[src/verilog/ctc_pkg.sv]
// package: constants and carrier types for the cassette tape byte codec
package ctc_pkg;

    // ------------------------------------------------------------
    // clock and tone timing
    // ------------------------------------------------------------
    localparam int unsigned CLK_HZ        = 100_000_000;
    localparam int unsigned ZERO_TONE_HZ  = 2000;
    localparam int unsigned ONE_TONE_HZ   = 800;
    localparam int unsigned LEADER_MS     = 4000;
    localparam int unsigned THRESH_US     = 875;
    localparam int unsigned GAP_US        = 2500;
    localparam int unsigned ZERO_HALF_CYC = CLK_HZ / ZERO_TONE_HZ / 2;
    localparam int unsigned ONE_HALF_CYC  = CLK_HZ / ONE_TONE_HZ / 2;
    localparam int unsigned THRESH_CYC    = THRESH_US * (CLK_HZ / 1_000_000);
    localparam int unsigned GAP_CYC       = GAP_US * (CLK_HZ / 1_000_000);
    localparam int unsigned LEADER_CYC    = LEADER_MS * (CLK_HZ / 1000);

    // ------------------------------------------------------------
    // framing
    // ------------------------------------------------------------
    localparam int   CNT_W      = 32;
    localparam int   DATA_BITS  = 8;
    localparam int   FRAME_BITS = 10;
    localparam int   RX_BITS    = 9;
    localparam int   COUNT_W    = 16;
    localparam logic START_BIT  = 1'b1;

    typedef struct packed {
        logic [DATA_BITS-1:0] data;
        logic                 parity_ok;
    } ctc_rx_word_s;

    typedef struct packed {
        logic valid;
        logic one;
    } ctc_bit_s;

endpackage : ctc_pkg

[src/verilog/ctc_pair_buffer.sv]
// module: two-entry buffer with valid and full on the filling side, valid and ready on the draining side
module ctc_pair_buffer #(
    parameter int W = 9
) (
    // clock and reset
    input  wire logic         sys_clk,
    input  wire logic         resetn,
    // filling side
    input  wire logic         in_valid,
    input  wire logic [W-1:0] in_data,
    output logic              full,
    // draining side
    output logic              out_valid,
    output logic [W-1:0]      out_data,
    input  wire logic         out_ready
);

    if (W < 1) begin : g_bad_w
        $error("buffer width must be positive");
    end

    logic         head_vld_reg;
    logic         tail_vld_reg;
    logic [W-1:0] head_reg;
    logic [W-1:0] tail_reg;

    wire pop  = head_vld_reg & out_ready;
    wire push = in_valid & ~tail_vld_reg;

    always_ff @(posedge sys_clk or negedge resetn) begin
        if (!resetn) begin
            head_vld_reg <= 1'b0;
            tail_vld_reg <= 1'b0;
            head_reg     <= '0;
            tail_reg     <= '0;
        end else if (pop && tail_vld_reg) begin
            head_reg     <= tail_reg;
            tail_vld_reg <= 1'b0;
        end else if (pop || !head_vld_reg) begin
            head_reg     <= in_data;
            head_vld_reg <= push;
        end else if (push) begin
            tail_reg     <= in_data;
            tail_vld_reg <= 1'b1;
        end
    end

    assign full      = tail_vld_reg;
    assign out_valid = head_vld_reg;
    assign out_data  = head_reg;

    a_buf_hold : assert property (@(posedge sys_clk) disable iff (!resetn)
        (out_valid && !out_ready) |=> (out_valid && $stable(out_data)))
        else $error("buffer head changed while stalled");

endmodule : ctc_pair_buffer

[src/verilog/ctc_cycle_meter.sv]
// module: measures tape input cycles and classifies each as a zero or one
module ctc_cycle_meter #(
    parameter int unsigned THRESH = ctc_pkg::THRESH_CYC,
    parameter int unsigned GAP    = ctc_pkg::GAP_CYC
) (
    // clock and reset
    input  wire logic      sys_clk,
    input  wire logic      resetn,
    // conditioned tape signal, asynchronous
    input  wire logic      tape_in,
    // classified cycle
    output ctc_pkg::ctc_bit_s bit_out
);

    if (THRESH < 2 || GAP <= THRESH) begin : g_bad_meter
        $error("gap must lie above the threshold");
    end

    localparam logic [ctc_pkg::CNT_W-1:0] TH = ctc_pkg::CNT_W'(THRESH);
    localparam logic [ctc_pkg::CNT_W-1:0] GP = ctc_pkg::CNT_W'(GAP);

    logic                       s1_reg;
    logic                       s2_reg;
    logic                       s3_reg;
    logic                       seen_reg;
    logic [ctc_pkg::CNT_W-1:0]  period_reg;
    ctc_pkg::ctc_bit_s          bit_reg;

    wire rise   = s2_reg & ~s3_reg;
    wire in_gap = period_reg >= GP;

    // s1 is read by s2 only
    always_ff @(posedge sys_clk or negedge resetn) begin
        if (!resetn) begin
            s1_reg <= 1'b0;
            s2_reg <= 1'b0;
            s3_reg <= 1'b0;
        end else begin
            s1_reg <= tape_in;
            s2_reg <= s1_reg;
            s3_reg <= s2_reg;
        end
    end

    // a rise after silence only restarts timing; no bit is made from it
    always_ff @(posedge sys_clk or negedge resetn) begin
        if (!resetn) begin
            period_reg <= '0;
            seen_reg   <= 1'b0;
            bit_reg    <= '0;
        end else begin
            bit_reg.valid <= rise & seen_reg & ~in_gap;
            bit_reg.one   <= period_reg >= TH;
            if (rise) begin
                period_reg <= ctc_pkg::CNT_W'(1);
                seen_reg   <= 1'b1;
            end else if (!in_gap) begin
                period_reg <= period_reg + ctc_pkg::CNT_W'(1);
            end
        end
    end

    assign bit_out = bit_reg;

    a_meter_class : assert property (@(posedge sys_clk) disable iff (!resetn)
        (rise && seen_reg && !in_gap) |=> (bit_reg.valid && (bit_reg.one == ($past(period_reg) >= TH))))
        else $error("cycle misclassified against threshold");

endmodule : ctc_cycle_meter

[src/verilog/ctc_codec.sv]
// module: cassette tape byte codec, tone encoder and tone decoder
module ctc_codec #(
    parameter int unsigned ZERO_HALF = ctc_pkg::ZERO_HALF_CYC,
    parameter int unsigned ONE_HALF  = ctc_pkg::ONE_HALF_CYC,
    parameter int unsigned THRESH    = ctc_pkg::THRESH_CYC,
    parameter int unsigned GAP       = ctc_pkg::GAP_CYC,
    parameter int unsigned LEADER    = ctc_pkg::LEADER_CYC
) (
    // clock and reset
    input  wire logic                          sys_clk,
    input  wire logic                          resetn,
    // transmit command
    input  wire logic                          tx_start,
    input  wire logic [ctc_pkg::COUNT_W-1:0]   tx_count,
    output logic                               tx_busy,
    // transmit byte stream
    input  wire logic                          tx_byte_valid,
    input  wire logic [ctc_pkg::DATA_BITS-1:0] tx_byte,
    output logic                               tx_byte_ready,
    // tape pins
    output logic                               tape_out_flag,
    input  wire logic                          second_external_flag_input,
    // receive byte stream
    output logic                               rx_valid,
    output ctc_pkg::ctc_rx_word_s              rx_word,
    input  wire logic                          rx_ready,
    output logic                               rx_overrun
);

    // ------------------------------------------------------------
    // parameter checks
    // ------------------------------------------------------------
    if (ZERO_HALF < 1 || ONE_HALF <= ZERO_HALF) begin : g_bad_half
        $error("tone half periods out of order");
    end
    if (THRESH <= 2 * ZERO_HALF || THRESH >= 2 * ONE_HALF || GAP <= 2 * ONE_HALF) begin : g_bad_thresh
        $error("threshold must lie between the two periods");
    end

    localparam logic [ctc_pkg::CNT_W-1:0] ZH  = ctc_pkg::CNT_W'(ZERO_HALF);
    localparam logic [ctc_pkg::CNT_W-1:0] OH  = ctc_pkg::CNT_W'(ONE_HALF);
    localparam logic [ctc_pkg::CNT_W-1:0] LDR = ctc_pkg::CNT_W'(LEADER);
    localparam logic [3:0]                FB  = 4'(ctc_pkg::FRAME_BITS);
    localparam logic [3:0]                RB  = 4'(ctc_pkg::RX_BITS);

    typedef enum logic [1:0] {TX_IDLE, TX_LEADER, TX_FRAME} ctc_tx_state_e;
    typedef enum logic {RX_HUNT, RX_DATA} ctc_rx_state_e;

    // ------------------------------------------------------------
    // transmit byte holding register
    // ------------------------------------------------------------
    logic                          hold_full_reg;
    logic [ctc_pkg::DATA_BITS-1:0] hold_reg;
    logic                          ready_reg;
    logic                          load;

    wire accept         = tx_byte_valid & ready_reg;
    wire hold_full_next = accept | (hold_full_reg & ~load);

    // one byte is prefetched so the next frame can start with no gap
    always_ff @(posedge sys_clk or negedge resetn) begin
        if (!resetn) begin
            hold_full_reg <= 1'b0;
            hold_reg      <= '0;
            ready_reg     <= 1'b0;
        end else begin
            hold_full_reg <= hold_full_next;
            ready_reg     <= ~hold_full_next;
            if (accept) begin
                hold_reg <= tx_byte;
            end
        end
    end

    // ------------------------------------------------------------
    // tone encoder
    // ------------------------------------------------------------
    ctc_tx_state_e                 tx_state_reg;
    ctc_tx_state_e                 tx_state_next;
    logic [ctc_pkg::CNT_W-1:0]     half_cnt_reg;
    logic [ctc_pkg::CNT_W-1:0]     leader_left_reg;
    logic [ctc_pkg::COUNT_W-1:0]   bytes_left_reg;
    logic [ctc_pkg::FRAME_BITS-1:0] shift_reg;
    logic [3:0]                    bits_left_reg;
    logic                          phase_reg;
    logic                          tape_reg;
    logic                          busy_reg;

    wire [ctc_pkg::CNT_W-1:0] half_len = shift_reg[0] ? OH : ZH;
    wire half_done  = (tx_state_reg != TX_IDLE) && (half_cnt_reg == half_len - ctc_pkg::CNT_W'(1));
    wire bit_end    = half_done & phase_reg;
    wire frame_end  = bits_left_reg <= 4'h1;
    wire leader_ok  = leader_left_reg == '0;
    wire want_byte  = bit_end && (bytes_left_reg != '0) &&
                      ((tx_state_reg == TX_LEADER && leader_ok) || (tx_state_reg == TX_FRAME && frame_end));
    wire last_done  = bit_end && tx_state_reg == TX_FRAME && frame_end && bytes_left_reg == '0;
    wire start_ok   = tx_start && tx_state_reg == TX_IDLE && tx_count != '0;
    wire par_bit    = ~^hold_reg;
    wire [ctc_pkg::FRAME_BITS-1:0] frame_word = {par_bit, hold_reg, ctc_pkg::START_BIT};

    assign load = want_byte & hold_full_reg;

    always_comb begin
        tx_state_next = tx_state_reg;
        case (tx_state_reg)
            TX_IDLE:   if (start_ok) tx_state_next = TX_LEADER;
            TX_LEADER: if (load) tx_state_next = TX_FRAME;
            TX_FRAME:  if (last_done) tx_state_next = TX_IDLE;
            default:   tx_state_next = TX_IDLE;
        endcase
    end

    always_ff @(posedge sys_clk or negedge resetn) begin
        if (!resetn) begin
            tx_state_reg <= TX_IDLE;
            busy_reg     <= 1'b0;
        end else begin
            tx_state_reg <= tx_state_next;
            busy_reg     <= tx_state_next != TX_IDLE;
        end
    end

    // leader runs on whole zero bits; it ends at the first bit edge past its time at which a byte is held
    always_ff @(posedge sys_clk or negedge resetn) begin
        if (!resetn) begin
            leader_left_reg <= '0;
            bytes_left_reg  <= '0;
        end else if (start_ok) begin
            leader_left_reg <= LDR;
            bytes_left_reg  <= tx_count;
        end else begin
            if (tx_state_reg == TX_LEADER && !leader_ok) begin
                leader_left_reg <= leader_left_reg - ctc_pkg::CNT_W'(1);
            end
            if (load) begin
                bytes_left_reg <= bytes_left_reg - ctc_pkg::COUNT_W'(1);
            end
        end
    end

    // a late byte stretches the line with zero bits, which the receiver skips
    always_ff @(posedge sys_clk or negedge resetn) begin
        if (!resetn) begin
            shift_reg     <= '0;
            bits_left_reg <= '0;
        end else if (start_ok) begin
            shift_reg     <= '0;
            bits_left_reg <= '0;
        end else if (load) begin
            shift_reg     <= frame_word;
            bits_left_reg <= FB;
        end else if (bit_end) begin
            shift_reg     <= shift_reg >> 1;
            bits_left_reg <= (bits_left_reg == 4'h0) ? 4'h0 : bits_left_reg - 4'h1;
        end
    end

    // each bit is one full cycle: high half, then low half
    always_ff @(posedge sys_clk or negedge resetn) begin
        if (!resetn) begin
            half_cnt_reg <= '0;
            phase_reg    <= 1'b0;
            tape_reg     <= 1'b0;
        end else if (start_ok) begin
            half_cnt_reg <= '0;
            phase_reg    <= 1'b0;
            tape_reg     <= 1'b1;
        end else if (half_done) begin
            half_cnt_reg <= '0;
            phase_reg    <= ~phase_reg;
            tape_reg     <= last_done ? 1'b0 : ~tape_reg;
        end else if (tx_state_reg != TX_IDLE) begin
            half_cnt_reg <= half_cnt_reg + ctc_pkg::CNT_W'(1);
        end
    end

    assign tx_busy       = busy_reg;
    assign tx_byte_ready = ready_reg;
    assign tape_out_flag = tape_reg;

    // ------------------------------------------------------------
    // tone decoder
    // ------------------------------------------------------------
    ctc_pkg::ctc_bit_s             rx_bit;
    ctc_rx_state_e                 rx_state_reg;
    logic [ctc_pkg::RX_BITS-1:0]   rx_shift_reg;
    logic [3:0]                    rx_cnt_reg;
    logic                          push_reg;
    logic                          ovr_reg;
    logic                          buf_full;
    ctc_pkg::ctc_rx_word_s         push_word_reg;

    ctc_cycle_meter #(
        .THRESH (THRESH),
        .GAP    (GAP)
    ) u_meter (
        .sys_clk (sys_clk),
        .resetn  (resetn),
        .tape_in (second_external_flag_input),
        .bit_out (rx_bit)
    );

    wire                          rx_last  = rx_bit.valid && rx_state_reg == RX_DATA && rx_cnt_reg == RB - 4'h1;
    wire [ctc_pkg::RX_BITS-1:0]   rx_full  = {rx_bit.one, rx_shift_reg[ctc_pkg::RX_BITS-1:1]};

    // bits arrive least significant first, so they shift in from the top
    always_ff @(posedge sys_clk or negedge resetn) begin
        if (!resetn) begin
            rx_state_reg <= RX_HUNT;
            rx_shift_reg <= '0;
            rx_cnt_reg   <= '0;
        end else if (rx_bit.valid) begin
            case (rx_state_reg)
                RX_HUNT: begin
                    if (rx_bit.one) begin
                        rx_state_reg <= RX_DATA;
                        rx_cnt_reg   <= '0;
                    end
                end
                RX_DATA: begin
                    rx_shift_reg <= rx_full;
                    rx_cnt_reg   <= rx_cnt_reg + 4'h1;
                    if (rx_last) begin
                        rx_state_reg <= RX_HUNT;
                    end
                end
                default: rx_state_reg <= RX_HUNT;
            endcase
        end
    end

    // a third word arriving while both entries wait is dropped and flagged
    always_ff @(posedge sys_clk or negedge resetn) begin
        if (!resetn) begin
            push_reg      <= 1'b0;
            push_word_reg <= '0;
            ovr_reg       <= 1'b0;
        end else begin
            push_reg <= rx_last;
            ovr_reg  <= push_reg & buf_full;
            if (rx_last) begin
                push_word_reg.data      <= rx_full[ctc_pkg::DATA_BITS-1:0];
                push_word_reg.parity_ok <= ^rx_full;
            end
        end
    end

    ctc_pair_buffer #(
        .W ($bits(ctc_pkg::ctc_rx_word_s))
    ) u_rx_buf (
        .sys_clk   (sys_clk),
        .resetn    (resetn),
        .in_valid  (push_reg),
        .in_data   (push_word_reg),
        .full      (buf_full),
        .out_valid (rx_valid),
        .out_data  (rx_word),
        .out_ready (rx_ready)
    );

    assign rx_overrun = ovr_reg;

    // ------------------------------------------------------------
    // assertions
    // ------------------------------------------------------------
    logic                      tape_d_reg;
    logic [ctc_pkg::CNT_W-1:0] hold_cnt_reg;

    // counts how long the tape flag has stood at its level; idle time never counts
    always_ff @(posedge sys_clk or negedge resetn) begin
        if (!resetn) begin
            tape_d_reg   <= 1'b0;
            hold_cnt_reg <= '0;
        end else begin
            tape_d_reg <= tape_reg;
            if (!busy_reg) begin
                hold_cnt_reg <= '0;
            end else if (tape_reg != tape_d_reg) begin
                hold_cnt_reg <= ctc_pkg::CNT_W'(1);
            end else begin
                hold_cnt_reg <= hold_cnt_reg + ctc_pkg::CNT_W'(1);
            end
        end
    end

    a_zero_half_len : assert property (@(posedge sys_clk) disable iff (!resetn)
        (half_done && !shift_reg[0]) |-> (hold_cnt_reg == ZH - ctc_pkg::CNT_W'(1)))
        else $error("zero half period wrong length");
    a_one_half_len : assert property (@(posedge sys_clk) disable iff (!resetn)
        (half_done && shift_reg[0]) |=> (tape_reg != $past(tape_reg) || $past(last_done)) && $past(half_cnt_reg) == OH - ctc_pkg::CNT_W'(1))
        else $error("one half period wrong length");
    a_leader_zeros : assert property (@(posedge sys_clk) disable iff (!resetn)
        (tx_state_reg == TX_LEADER) |-> (!shift_reg[0] && (tx_state_next == TX_LEADER || leader_ok)))
        else $error("leader broken before its time");
    a_byte_count : assert property (@(posedge sys_clk) disable iff (!resetn)
        (load) |=> (bytes_left_reg == $past(bytes_left_reg) - ctc_pkg::COUNT_W'(1) && tx_state_reg == TX_FRAME))
        else $error("byte count not kept");
    a_frame_start : assert property (@(posedge sys_clk) disable iff (!resetn)
        load |=> (shift_reg[0] == ctc_pkg::START_BIT && bits_left_reg == FB))
        else $error("frame missing start bit");
    a_frame_order : assert property (@(posedge sys_clk) disable iff (!resetn)
        load |=> (shift_reg[ctc_pkg::DATA_BITS:1] == $past(hold_reg)))
        else $error("payload bits out of order");
    a_odd_parity : assert property (@(posedge sys_clk) disable iff (!resetn)
        load |=> (^shift_reg[ctc_pkg::FRAME_BITS-1:1] == 1'b1))
        else $error("frame parity not odd");
    a_tape_moves : assert property (@(posedge sys_clk) disable iff (!resetn)
        (tape_reg != $past(tape_reg)) |-> ($past(half_done) || $past(start_ok)))
        else $error("tape flag toggled off a half boundary");
    a_tape_hold : assert property (@(posedge sys_clk) disable iff (!resetn)
        (busy_reg && !half_done) |-> (hold_cnt_reg <= OH))
        else $error("tape flag held too long");
    a_rx_parity : assert property (@(posedge sys_clk) disable iff (!resetn)
        rx_last |=> (push_reg && push_word_reg.parity_ok == ^$past(rx_full)))
        else $error("receive parity check wrong");

    c_leader_done : cover property (@(posedge sys_clk) disable iff (!resetn)
        tx_state_reg == TX_LEADER && load);
    c_tx_finish : cover property (@(posedge sys_clk) disable iff (!resetn) last_done);
    c_rx_word : cover property (@(posedge sys_clk) disable iff (!resetn) push_reg && !buf_full);
    c_rx_bad_par : cover property (@(posedge sys_clk) disable iff (!resetn) push_reg && !push_word_reg.parity_ok);
    c_rx_overrun : cover property (@(posedge sys_clk) disable iff (!resetn) ovr_reg);

endmodule : ctc_codec

[config.mk]
export PLATFORM = sky130hd
export DESIGN_NAME = ctc_codec
export DESIGN_NICKNAME = d
export VERILOG_FILES = /design/src/verilog/ctc_pkg.sv /design/src/verilog/ctc_pair_buffer.sv /design/src/verilog/ctc_cycle_meter.sv /design/src/verilog/ctc_codec.sv
export SDC_FILE = /design/constraint.sdc
export NUM_CORES = 1
export LEC_CHECK = 0
export BUFFER_PORTS_ARGS = -buffer_cell sky130_fd_sc_hd__buf_2
export CAP_MARGIN = 0
export CORE_ASPECT_RATIO = 1.5
export CORE_MARGIN = 5
export CORE_UTILIZATION = 55
export DETAILED_ROUTE_END_ITERATION = 16
export PLACE_DENSITY = 0.7
export SLEW_MARGIN = 5
export SYNTH_ARGS = -nofsm -noshare
export SYNTH_HDL_FRONTEND = slang
export SYNTH_SLANG_ARGS = --single-unit
[constraint.sdc]
create_clock -name sys_clk -period 2.95 [get_ports sys_clk]
set_input_delay 0.7375 -clock sys_clk [delete_from_list [all_inputs] [get_ports sys_clk]]
set_output_delay 0.7375 -clock sys_clk [all_outputs]
set_load 0.01 [all_outputs]
==> impl_metrics.csv, run 1 <==
group,metric,value,unit
worst_setup_path,cp_slowest_stage_delay,0.59,ns
sta,tns,0,ns
global_route,grt_pass1_wl,34.1,mm
clock_tree,cts.sinks,191,
worst_setup_path,reg2reg_from,"leader_left_reg[25]",
yosys,syn_area_per_cell,10.1,sq um
clock_tree,htree_levels,4,
worst_hold_path,hp-class,"in2async",
floorplanning,die_h,170,um
final_layout,drive_gt1_share,16.7,%
floorplanning,io_pins,44,
floorplanning,fp-row-count,58,
worst_setup_path,cp_top_family,"simple AND/OR/NAND/NOR gates",
yosys,synth_area,9370,sq um
clock_tree,cts_buffers,17,
sta,worst_pin_slew,0.672,ns
clock_tree,clkTransAtPathRegs,0.07,ns
outcome,status,"finished, final reports clean",
worst_setup_path,end_kind,"register",
final_layout,fin_area,10600,sq um
final_layout,fill_cells,1392,
yosys,synth_cells,923,
floorplanning,die_x,117,um
final_layout,final_net_count,1030,
worst_setup_path,worstPathCellList,"or4_1 > nand2b_1 > nor4_2 > buf_4 > o2111ai_4 > mux2_2 > a211oi_1",
power_and_ir_drop,design_power_total,6.50,mW
final_layout,fin_util,63.3,%
routing,routedWlPerCell,16.1,um
global_route,overflow,0,
clock_tree,ctsResizeCount,0,
flow_run,cap_violations,0,
worst_setup_path,critPathArrivalTime,3.07,ns
worst_setup_path,cp_num_buf_inv,1,
power_and_ir_drop,p_seq_share,49.8,%
global_route,antenna_found_initial,0,
clock_tree,hold_buffers,0,
yosys,synth-seq-area-share,51.0,%
sta,setup_viol,0,
floorplanning,die_area,19800,sq um
power_and_ir_drop,leakagePower,4.74,nW
worst_setup_path,cp_slowest_cell,"or4_1",
sta,skew,0.00892,ns
power_and_ir_drop,p_clk_share,33.1,%
routing,ant_nets,0,
global_route,grt_max_degree,68,
worst_setup_path,cp-start-kind,"register",
yosys,ys_warn_count,0,
placed_design,numPortBuffers,43,
routing,route.vias.total,7151,
routing,vias_per_cell,5.89,
floorplanning,start_util,55.9,%
global_route,grt.total_usage,21.3,%
worst_setup_path,cp_max_fo,19,
sta,drv_slew,0,
final_layout,final_common_cell,"dfrtp_1",
power_and_ir_drop,p_comb_share,17.0,%
sta,period_share,92.6,%
worst_setup_path,crit_path_start,"leader_left_reg[25]",
routing,routed_wirelength,19.5,mm
routing,drc_errors,0,
placed_design,gp_congestion,0.842,
final_layout,syn2layout_area_growth,13.2,%
power_and_ir_drop,intPower,4.55,mW
power_and_ir_drop,p_sw_share,30.1,%
power_and_ir_drop,p_per_area,613,nW/um^2
placed_design,dp_hpwl,13.8,mm
sta,rsz0062_at_grt,"false",
yosys,async_flop_share,100,%
final_layout,multi_input_area,4340,sq um
worst_setup_path,critical_path_class,"reg2reg",
yosys,synth_fp_nets,961,
final_layout,mostFrequentLayoutCells,"dfrtp_1 (191), nor2_1 (90), nand2_1 (72), nand3_1 (44), xnor2_1 (44)",
yosys,synth.distinct_cells,68,
floorplanning,core_area,16800,sq um
sta,relSlewSlack,55.2,%
sta,period_needed,2.73,ns
clock_tree,clkLatencyLatePin,0.43,ns
yosys,ys_ff_latch,191,
routing,firstDrtPassIters,5,
yosys,ys.flop_type,"dfrtp_1",
yosys,synth_edf_count,0,
global_route,grt_pass1_vias,7176,
final_layout,regArea,4780,sq um
placed_design,place_area,10100,sq um
worst_setup_path,critical_path_required,3.29,ns
clock_tree,clock_tree.root_cell,"clkbuf_16",
power_and_ir_drop,p_switching,1.96,mW
sta,max_freq,0.366,GHz
routing,first_iter_violations,450,
sta,finalHoldViolCount,0,
clock_tree,cts_setup_buffers,0,
power_and_ir_drop,vdd_drop_max,0.429,mV
final_layout,n_antenna_cell,0,
clock_tree,cts_buffer_depth,2,
clock_tree,tritoncts,"done",
[worst paths after layout]
path,endpoint,slack [ns],depth (start not counted)
max in group asynchronous,hold_reg[0],1.87,2
setup reg to reg,bytes_left_reg[12],0.22,7
setup / recovery,bytes_left_reg[12],0.22,7
hold reg to reg,u_meter.s2_reg,0.35,0
min in group sys_clk,u_meter.s2_reg,0.35,0
hold / removal,half_cnt_reg[19],0.30,1
[cells in the mapped netlist (7+ instances only)]
cell type	n	area, sq um
nor4_1	31	194
nor3_1	31	155
mux2_2	36	405
dfrtp_1	191	4780
a21oi_1	32	160
nand2_1	72	270
mux2i_1	24	240
nand2b_1	7	43.8
clkbuf_1	23	86.3
nor2_1	90	338
inv_1	30	113
ha_1	8	100
or3_1	16	100
and2_1	17	106
xnor2_1	44	385
nand4_1	23	144
nand3_1	45	225
xor2_1	25	219
o21ai_0	31	155
or4_1	7	52.6
o22ai_1	24	150
buf_2	8	40.0
[power by group through the flow]
stage          Combinational (mW)  Sequential [mW]  Clock, mW
5_1_grt                      1.27             3.29       2.33
4_1_cts                      1.12             3.24       2.22
3_5_place_dp                 1.12             3.28          0
6_report                     1.11             3.24       2.15
3_3_place_gp                 1.10             3.27          0
2_1_floorplan               0.840             3.18          0
[cell families (layout without fill, tap and decap cells)]
| family | Yosys count | count (layout) | synth area share [%] |
|---|---|---|---|
| and+or+nand+nor | 386 | 386 | 21.5 |
| adders and majority gates | 8 | 8 | 1.07 |
| buffers and inverters | 66 | 148 | 2.87 |
| AOI/OAI and AO/OA | 142 | 142 | 10.1 |
| muxes | 61 | 61 | 7.05 |
| DFF | 191 | 191 | 51.0 |
| xor gates and xnor gates | 69 | 69 | 6.45 |
[per-stage QoR]
step / instances / setup WS [ns] / hold WS [ns]
5_1_grt: 1215 / 0.0195 / 0.326
6_report: 1215 / 0.219 / 0.298
2_1_floorplan: 923 / 0.463 / 0.331
4_1_cts: 1215 / 0.212 / 0.317
3_5_place_dp: 1183 / 0.225 / 0.341
3_3_place_gp: 1183 / 0.261 / 0.335
[per-layer routing]
metal	track usage [%]	wire, um	vias up
li1	-	-	3465
met1	28.5	8680	3508
met2	34.7	9660	145
met3	4.13	809	33
met4	7.34	401	0
met5	0	0	-
[cell type report]
class                           instances  area share, %
Timing Repair Buffer                   86           5.39
Sequential cell                       191           45.1
Tap cell                              210           2.48
Multi-Input combinational cell        666           40.9
Inverter                               30           1.06
Clock buffer                           21           4.25
Clock inverter                         11          0.908
Note: power is estimated with default switching activity, not from simulation.
==> run 2, diff against run 1 <==
--- a/config.mk
+++ b/config.mk
@@ -11,7 +11,7 @@
 export CORE_MARGIN = 5
 export CORE_UTILIZATION = 55
 export DETAILED_ROUTE_END_ITERATION = 16
-export PLACE_DENSITY = 0.7
+export PLACE_DENSITY = 0.79
 export SLEW_MARGIN = 5
 export SYNTH_ARGS = -nofsm -noshare
 export SYNTH_HDL_FRONTEND = slang
==> run 2 against run 1 <==
Clock power increased by 7%. Register-to-register slack about the same. Hold slack got worse by 0.019 ns. Highest routed layer is now met5. Setup slack got worse by 0.0082 ns. Final cell count decreased by 0.91%. First-iteration DRC count increased by 3.3%. Largest power group unchanged. Clock skew about the same.
==> impl_metrics.csv, run 2 (synthesis gave the netlist of run 1 again) <==
group,metric,value,unit
floorplanning,start_util,55.9,%
worst_setup_path,critical_path_class,"reg2reg",
final_layout,drive_gt1_share,16.0,%
placed_design,numPortBuffers,43,
final_layout,final_cell_count_no_fill,1204,
floorplanning,core_area,16800,sq um
sta,relSlewSlack,54.1,%
routing,routedWlPerCell,16.7,um
sta,drv_slew,0,
floorplanning,die_h,170,um
global_route,antenna_found_initial,2,
sta,rsz0062_at_grt,"false",
floorplanning,fp-row-count,58,
power_and_ir_drop,p_switching,2.10,mW
worst_setup_path,cp_slowest_stage_delay,0.51,ns
clock_tree,clock_tree.root_cell,"clkbuf_16",
floorplanning,die_area,19800,sq um
worst_setup_path,end_kind,"register",
placed_design,dp_cells,1171,
sta,setup_viol,0,
floorplanning,die_x,117,um
clock_tree,tritoncts,"done",
floorplanning,io_pins,44,
global_route,grt_pass1_vias,7176,
sta,period_share,92.8,%
power_and_ir_drop,p_comb_share,16.4,%
clock_tree,htree_levels,4,
worst_setup_path,reg2reg_from,"bytes_left_reg[0]",
power_and_ir_drop,p_seq_share,48.8,%
routing,firstDrtPassIters,5,
flow_run,cap_violations,0,
worst_setup_path,cp_slowest_cell,"or3_1",
power_and_ir_drop,p_clk_share,34.8,%
worst_setup_path,crit_path_start,"bytes_left_reg[0]",
final_layout,syn2layout_area_growth,13.0,%
worst_setup_path,critPathArrivalTime,3.09,ns
clock_tree,cts_buffers,17,
final_layout,final_common_cell,"dfrtp_1",
clock_tree,hold_buffers,0,
power_and_ir_drop,intPower,4.56,mW
global_route,grt_pass1_wl,34.8,mm
routing,drc_errors,0,
routing,ant_nets,0,
final_layout,final_net_count,1018,
worst_setup_path,worstPathCellList,"inv_1 > ha_1 > nor3b_2 > nand4b_1 > or3_1 > o2111ai_4 > buf_12 > mux2_2 > a211oi_1",
routing,vias_per_cell,6.00,
global_route,overflow,0,
clock_tree,ctsResizeCount,0,
clock_tree,cts_buffer_depth,2,
clock_tree,cts.sinks,191,
clock_tree,cts_setup_buffers,0,
clock_tree,clkLatencyLatePin,0.44,ns
clock_tree,clkTransAtPathRegs,0.07,ns
global_route,grt.total_usage,21.9,%
routing,first_iter_violations,465,
sta,tns,0,ns
sta,period_needed,2.74,ns
power_and_ir_drop,vdd_drop_max,0.533,mV
power_and_ir_drop,p_per_area,628,nW/um^2
worst_setup_path,critical_path_required,3.30,ns
routing,route.vias.total,7218,
sta,skew,0.00924,ns
sta,max_freq,0.365,GHz
placed_design,dp_hpwl,14.1,mm
placed_design,gp_congestion,0.845,
power_and_ir_drop,leakagePower,4.71,nW
sta,finalHoldViolCount,0,
worst_setup_path,cp-start-kind,"register",
outcome,status,"finished, final reports clean",
routing,routed_wirelength,20.1,mm
global_route,grt_max_degree,61,
final_layout,mostFrequentLayoutCells,"dfrtp_1 (191), nor2_1 (90), nand2_1 (72), nand3_1 (44), xnor2_1 (44)",
power_and_ir_drop,p_sw_share,31.5,%
worst_setup_path,cp_max_fo,41,
sta,worst_pin_slew,0.682,ns
worst_hold_path,hp-class,"in2async",
-- run 2: cell types whose count changed in the layout (fill, tap and decap cells not counted), moves of 2 or more --
cell / change
buf_4: -12
clkinv_8: +6
clkbuf_1: -3
inv_6: -3
clkinv_4: +2
-- run 2: power groups by stage --
| stage | Sequential [mW] | Clock, mW | Combinational [mW] |
|---|---|---|---|
| 6_report | 3.25 | 2.31 | 1.09 |
| 4_1_cts | 3.25 | 2.36 | 1.10 |
| 5_1_grt | 3.31 | 2.47 | 1.24 |
| 3_5_place_dp | 3.29 | 0 | 1.09 |
| 2_1_floorplan | 3.18 | 0 | 0.840 |
| 3_3_place_gp | 3.28 | 0 | 1.05 |
-- run 2: through the flow --
step           instance area [sq um]  hold WS, ns  setup slack, ns  util [%]  total power [mW]
2_1_floorplan                   9370        0.331            0.463         -              4.02
3_3_place_gp                    9970        0.338            0.272      59.5              4.33
3_5_place_dp                    9970        0.357            0.232      59.5              4.38
4_1_cts                        10600        0.289            0.218      63.2              6.71
5_1_grt                        10600        0.310           0.0568      63.2              7.02
6_report                       10600        0.279            0.211      63.2              6.65
-- run 2: critical path: cells and delay by family, from the launching register on --
kind | cells | cell delay (ns)
muxes | 1 | 0.37
and+or+nand+nor | 3 | 0.96
AOI/OAI and AO/OA | 2 | 0.38
adders and majority gates | 1 | 0.18
DFF | 1 | 0.41
buffers and inverters | 2 | 0.34
-- run 2: layout make-up --
class,instances,area (sq um)
antenna,1,2.50
clock buffer,17,425
clock inverter,15,189
fill,1342,6170
inverter,30,113
multi-input combinational,666,4340
sequential,191,4780
tap,210,263
timing repair buffer,74,482
-- run 2: worst paths after layout --
kind | endpoint | slack [ns] | cells after the start
hold / removal | half_cnt_reg[22] | 0.28 | 1
min in group sys_clk | u_meter.s2_reg | 0.36 | 0
setup / recovery | bytes_left_reg[12] | 0.21 | 9
setup reg to reg | bytes_left_reg[12] | 0.21 | 9
max in group asynchronous | leader_left_reg[1] | 1.95 | 2
hold reg to reg | u_meter.s2_reg | 0.36 | 0
-- run 2: layer usage --
layer | vias to the layer above | routed length [um] | global-route usage, %
met4 | 2 | 488 | 8.63
li1 | 3446 | - | -
met3 | 41 | 876 | 4.06
met1 | 3577 | 8280 | 27.4
met5 | - | 13 | 0
met2 | 152 | 10400 | 37.2
==> run 3, diff against run 2 <==
--- a/config.mk
+++ b/config.mk
@@ -11,7 +11,7 @@
 export CORE_MARGIN = 5
 export CORE_UTILIZATION = 55
 export DETAILED_ROUTE_END_ITERATION = 16
-export PLACE_DENSITY = 0.79
+export PLACE_DENSITY = 0.69
 export SLEW_MARGIN = 5
 export SYNTH_ARGS = -nofsm -noshare
 export SYNTH_HDL_FRONTEND = slang
==> run 3 against run 2 <==
Hold slack worse by 0.030 ns. Largest power group unchanged. Clock-buffer cell count is 3 higher. Maximum frequency is 1.0% higher. Clock skew is 0.0032 ns higher.
==> impl_metrics.csv, run 3 (synthesis gave the netlist of run 1 again) <==
group,metric,value,unit
worst_setup_path,critical_path_required,3.28,ns
global_route,antenna_found_initial,0,
sta,tns,0,ns
placed_design,dp_cells,1170,
outcome,status,"finished, final reports clean",
global_route,grt_max_degree,53,
worst_setup_path,critical_path_class,"reg2reg",
clock_tree,clkTransAtPathRegs,0.07,ns
global_route,overflow,0,
routing,routed_wirelength,20.4,mm
flow_run,cap_violations,0,
routing,ant_nets,0,
sta,relSlewSlack,53.6,%
placed_design,place_area,10000,sq um
global_route,grt_pass1_wl,35.1,mm
final_layout,mostFrequentLayoutCells,"dfrtp_1 (191), nor2_1 (90), nand2_1 (72), nand3_1 (44), xnor2_1 (44)",
floorplanning,start_util,55.9,%
power_and_ir_drop,p_sw_share,29.9,%
worst_setup_path,end_kind,"register",
power_and_ir_drop,p_per_area,627,nW/um^2
power_and_ir_drop,leakagePower,4.71,nW
power_and_ir_drop,p_switching,1.99,mW
final_layout,syn2layout_area_growth,13.2,%
sta,skew,0.0124,ns
routing,first_iter_violations,445,
power_and_ir_drop,vdd_drop_max,0.536,mV
clock_tree,cts_buffers,17,
power_and_ir_drop,p_comb_share,16.1,%
clock_tree,tritoncts,"done",
clock_tree,cts.sinks,191,
final_layout,fin_area,10600,sq um
sta,worst_pin_slew,0.690,ns
clock_tree,cts_setup_buffers,0,
floorplanning,die_h,170,um
sta,setup_viol,0,
worst_setup_path,rrSetupSlack,0.24,ns
sta,period_share,91.9,%
worst_setup_path,cp-start-kind,"register",
routing,firstDrtPassIters,5,
routing,vias_per_cell,5.88,
final_layout,final_cell_count_no_fill,1202,
clock_tree,htree_levels,4,
final_layout,n_antenna_cell,0,
final_layout,final_common_cell,"dfrtp_1",
routing,route.vias.total,7066,
placed_design,numPortBuffers,43,
floorplanning,die_x,117,um
placed_design,gp_congestion,0.904,
power_and_ir_drop,design_power_total,6.65,mW
sta,finalHoldViolCount,0,
sta,rsz0062_at_grt,"false",
final_layout,final_net_count,1017,
worst_hold_path,hp-class,"in2async",
floorplanning,core_area,16800,sq um
global_route,grt_pass1_vias,7176,
clock_tree,clkLatencyLatePin,0.43,ns
power_and_ir_drop,p_clk_share,34.9,%
routing,drc_errors,0,
power_and_ir_drop,p_seq_share,48.9,%
clock_tree,clock_tree.root_cell,"clkbuf_16",
power_and_ir_drop,intPower,4.67,mW
final_layout,drive_gt1_share,15.9,%
clock_tree,cts_buffer_depth,2,
floorplanning,fp-row-count,58,
sta,max_freq,0.369,GHz
floorplanning,die_area,19800,sq um
placed_design,dp_hpwl,14.5,mm
worst_setup_path,critPathArrivalTime,3.04,ns
worst_setup_path,cp_max_fo,23,
routing,routedWlPerCell,17.0,um
sta,drv_slew,0,
global_route,grt.total_usage,22.0,%
floorplanning,io_pins,44,
sta,period_needed,2.71,ns
==> run 3: final cells by class <==
cell class	instances	area (sq um)
clock buffer	20	467
multi-input combinational	666	4340
sequential	191	4780
fill	1385	6160
inverter	30	113
clock inverter	12	134
tap	210	263
timing repair buffer	73	515
==> run 3: worst paths after layout <==
kind                            cells past startpoint                 from                 end
worst max-delay path                                7  leader_left_reg[25]  bytes_left_reg[12]
worst min-delay path                                1               resetn    half_cnt_reg[20]
worst max register to register                      7  leader_left_reg[25]  bytes_left_reg[12]
worst min register to register                      0       u_meter.s1_reg      u_meter.s2_reg
max in group asynchronous                           2               resetn       tape_out_flag
min in group sys_clk                                0       u_meter.s1_reg      u_meter.s2_reg
==> run 3: critical path, stage by stage (launching register included) <==
cell	delay (ns)
dfrtp_1	0.44
or4_1	0.60
nand2b_1	0.21
nor4_2	0.48
o2111ai_4	0.15
buf_6	0.22
mux2_2	0.29
a211oi_1	0.23
==> run 3: repair_timing <==
item / in CTS / in global routing
gates resized for setup: 0 / 1
hold buffers: 0 / 0
setup endpoints to repair: 0 / 1
==> run 3: metal layers <==
layer  GRT usage (%)  share of wire, %  up-vias
li1                -                 -     3447
met1            28.3                42     3455
met2            38.1                52      136
met3            3.45               3.6       28
met4            6.89               1.8        0
met5               0                 0        -
==> run 3: per-stage QoR <==
step	utilization (%)	hold WS, ns	setup slack [ns]
2_1_floorplan	-	0.331	0.463
3_5_place_dp	59.7	0.344	0.185
5_1_grt	63.3	0.275	0.0647
4_1_cts	63.2	0.261	0.162
6_report	63.3	0.248	0.239
3_3_place_gp	59.7	0.333	0.266
==> run 3: power by group through the flow <==
| stage | sequential (mW) | combinational, mW | clock [mW] |
|---|---|---|---|
| final | 3.25 | 1.07 | 2.33 |
| after global routing | 3.31 | 1.23 | 2.49 |
| after CTS | 3.25 | 1.09 | 2.38 |
| after detailed placement | 3.29 | 1.08 | 0 |
| after global placement | 3.29 | 1.06 | 0 |
| after floorplan | 3.18 | 0.840 | 0 |
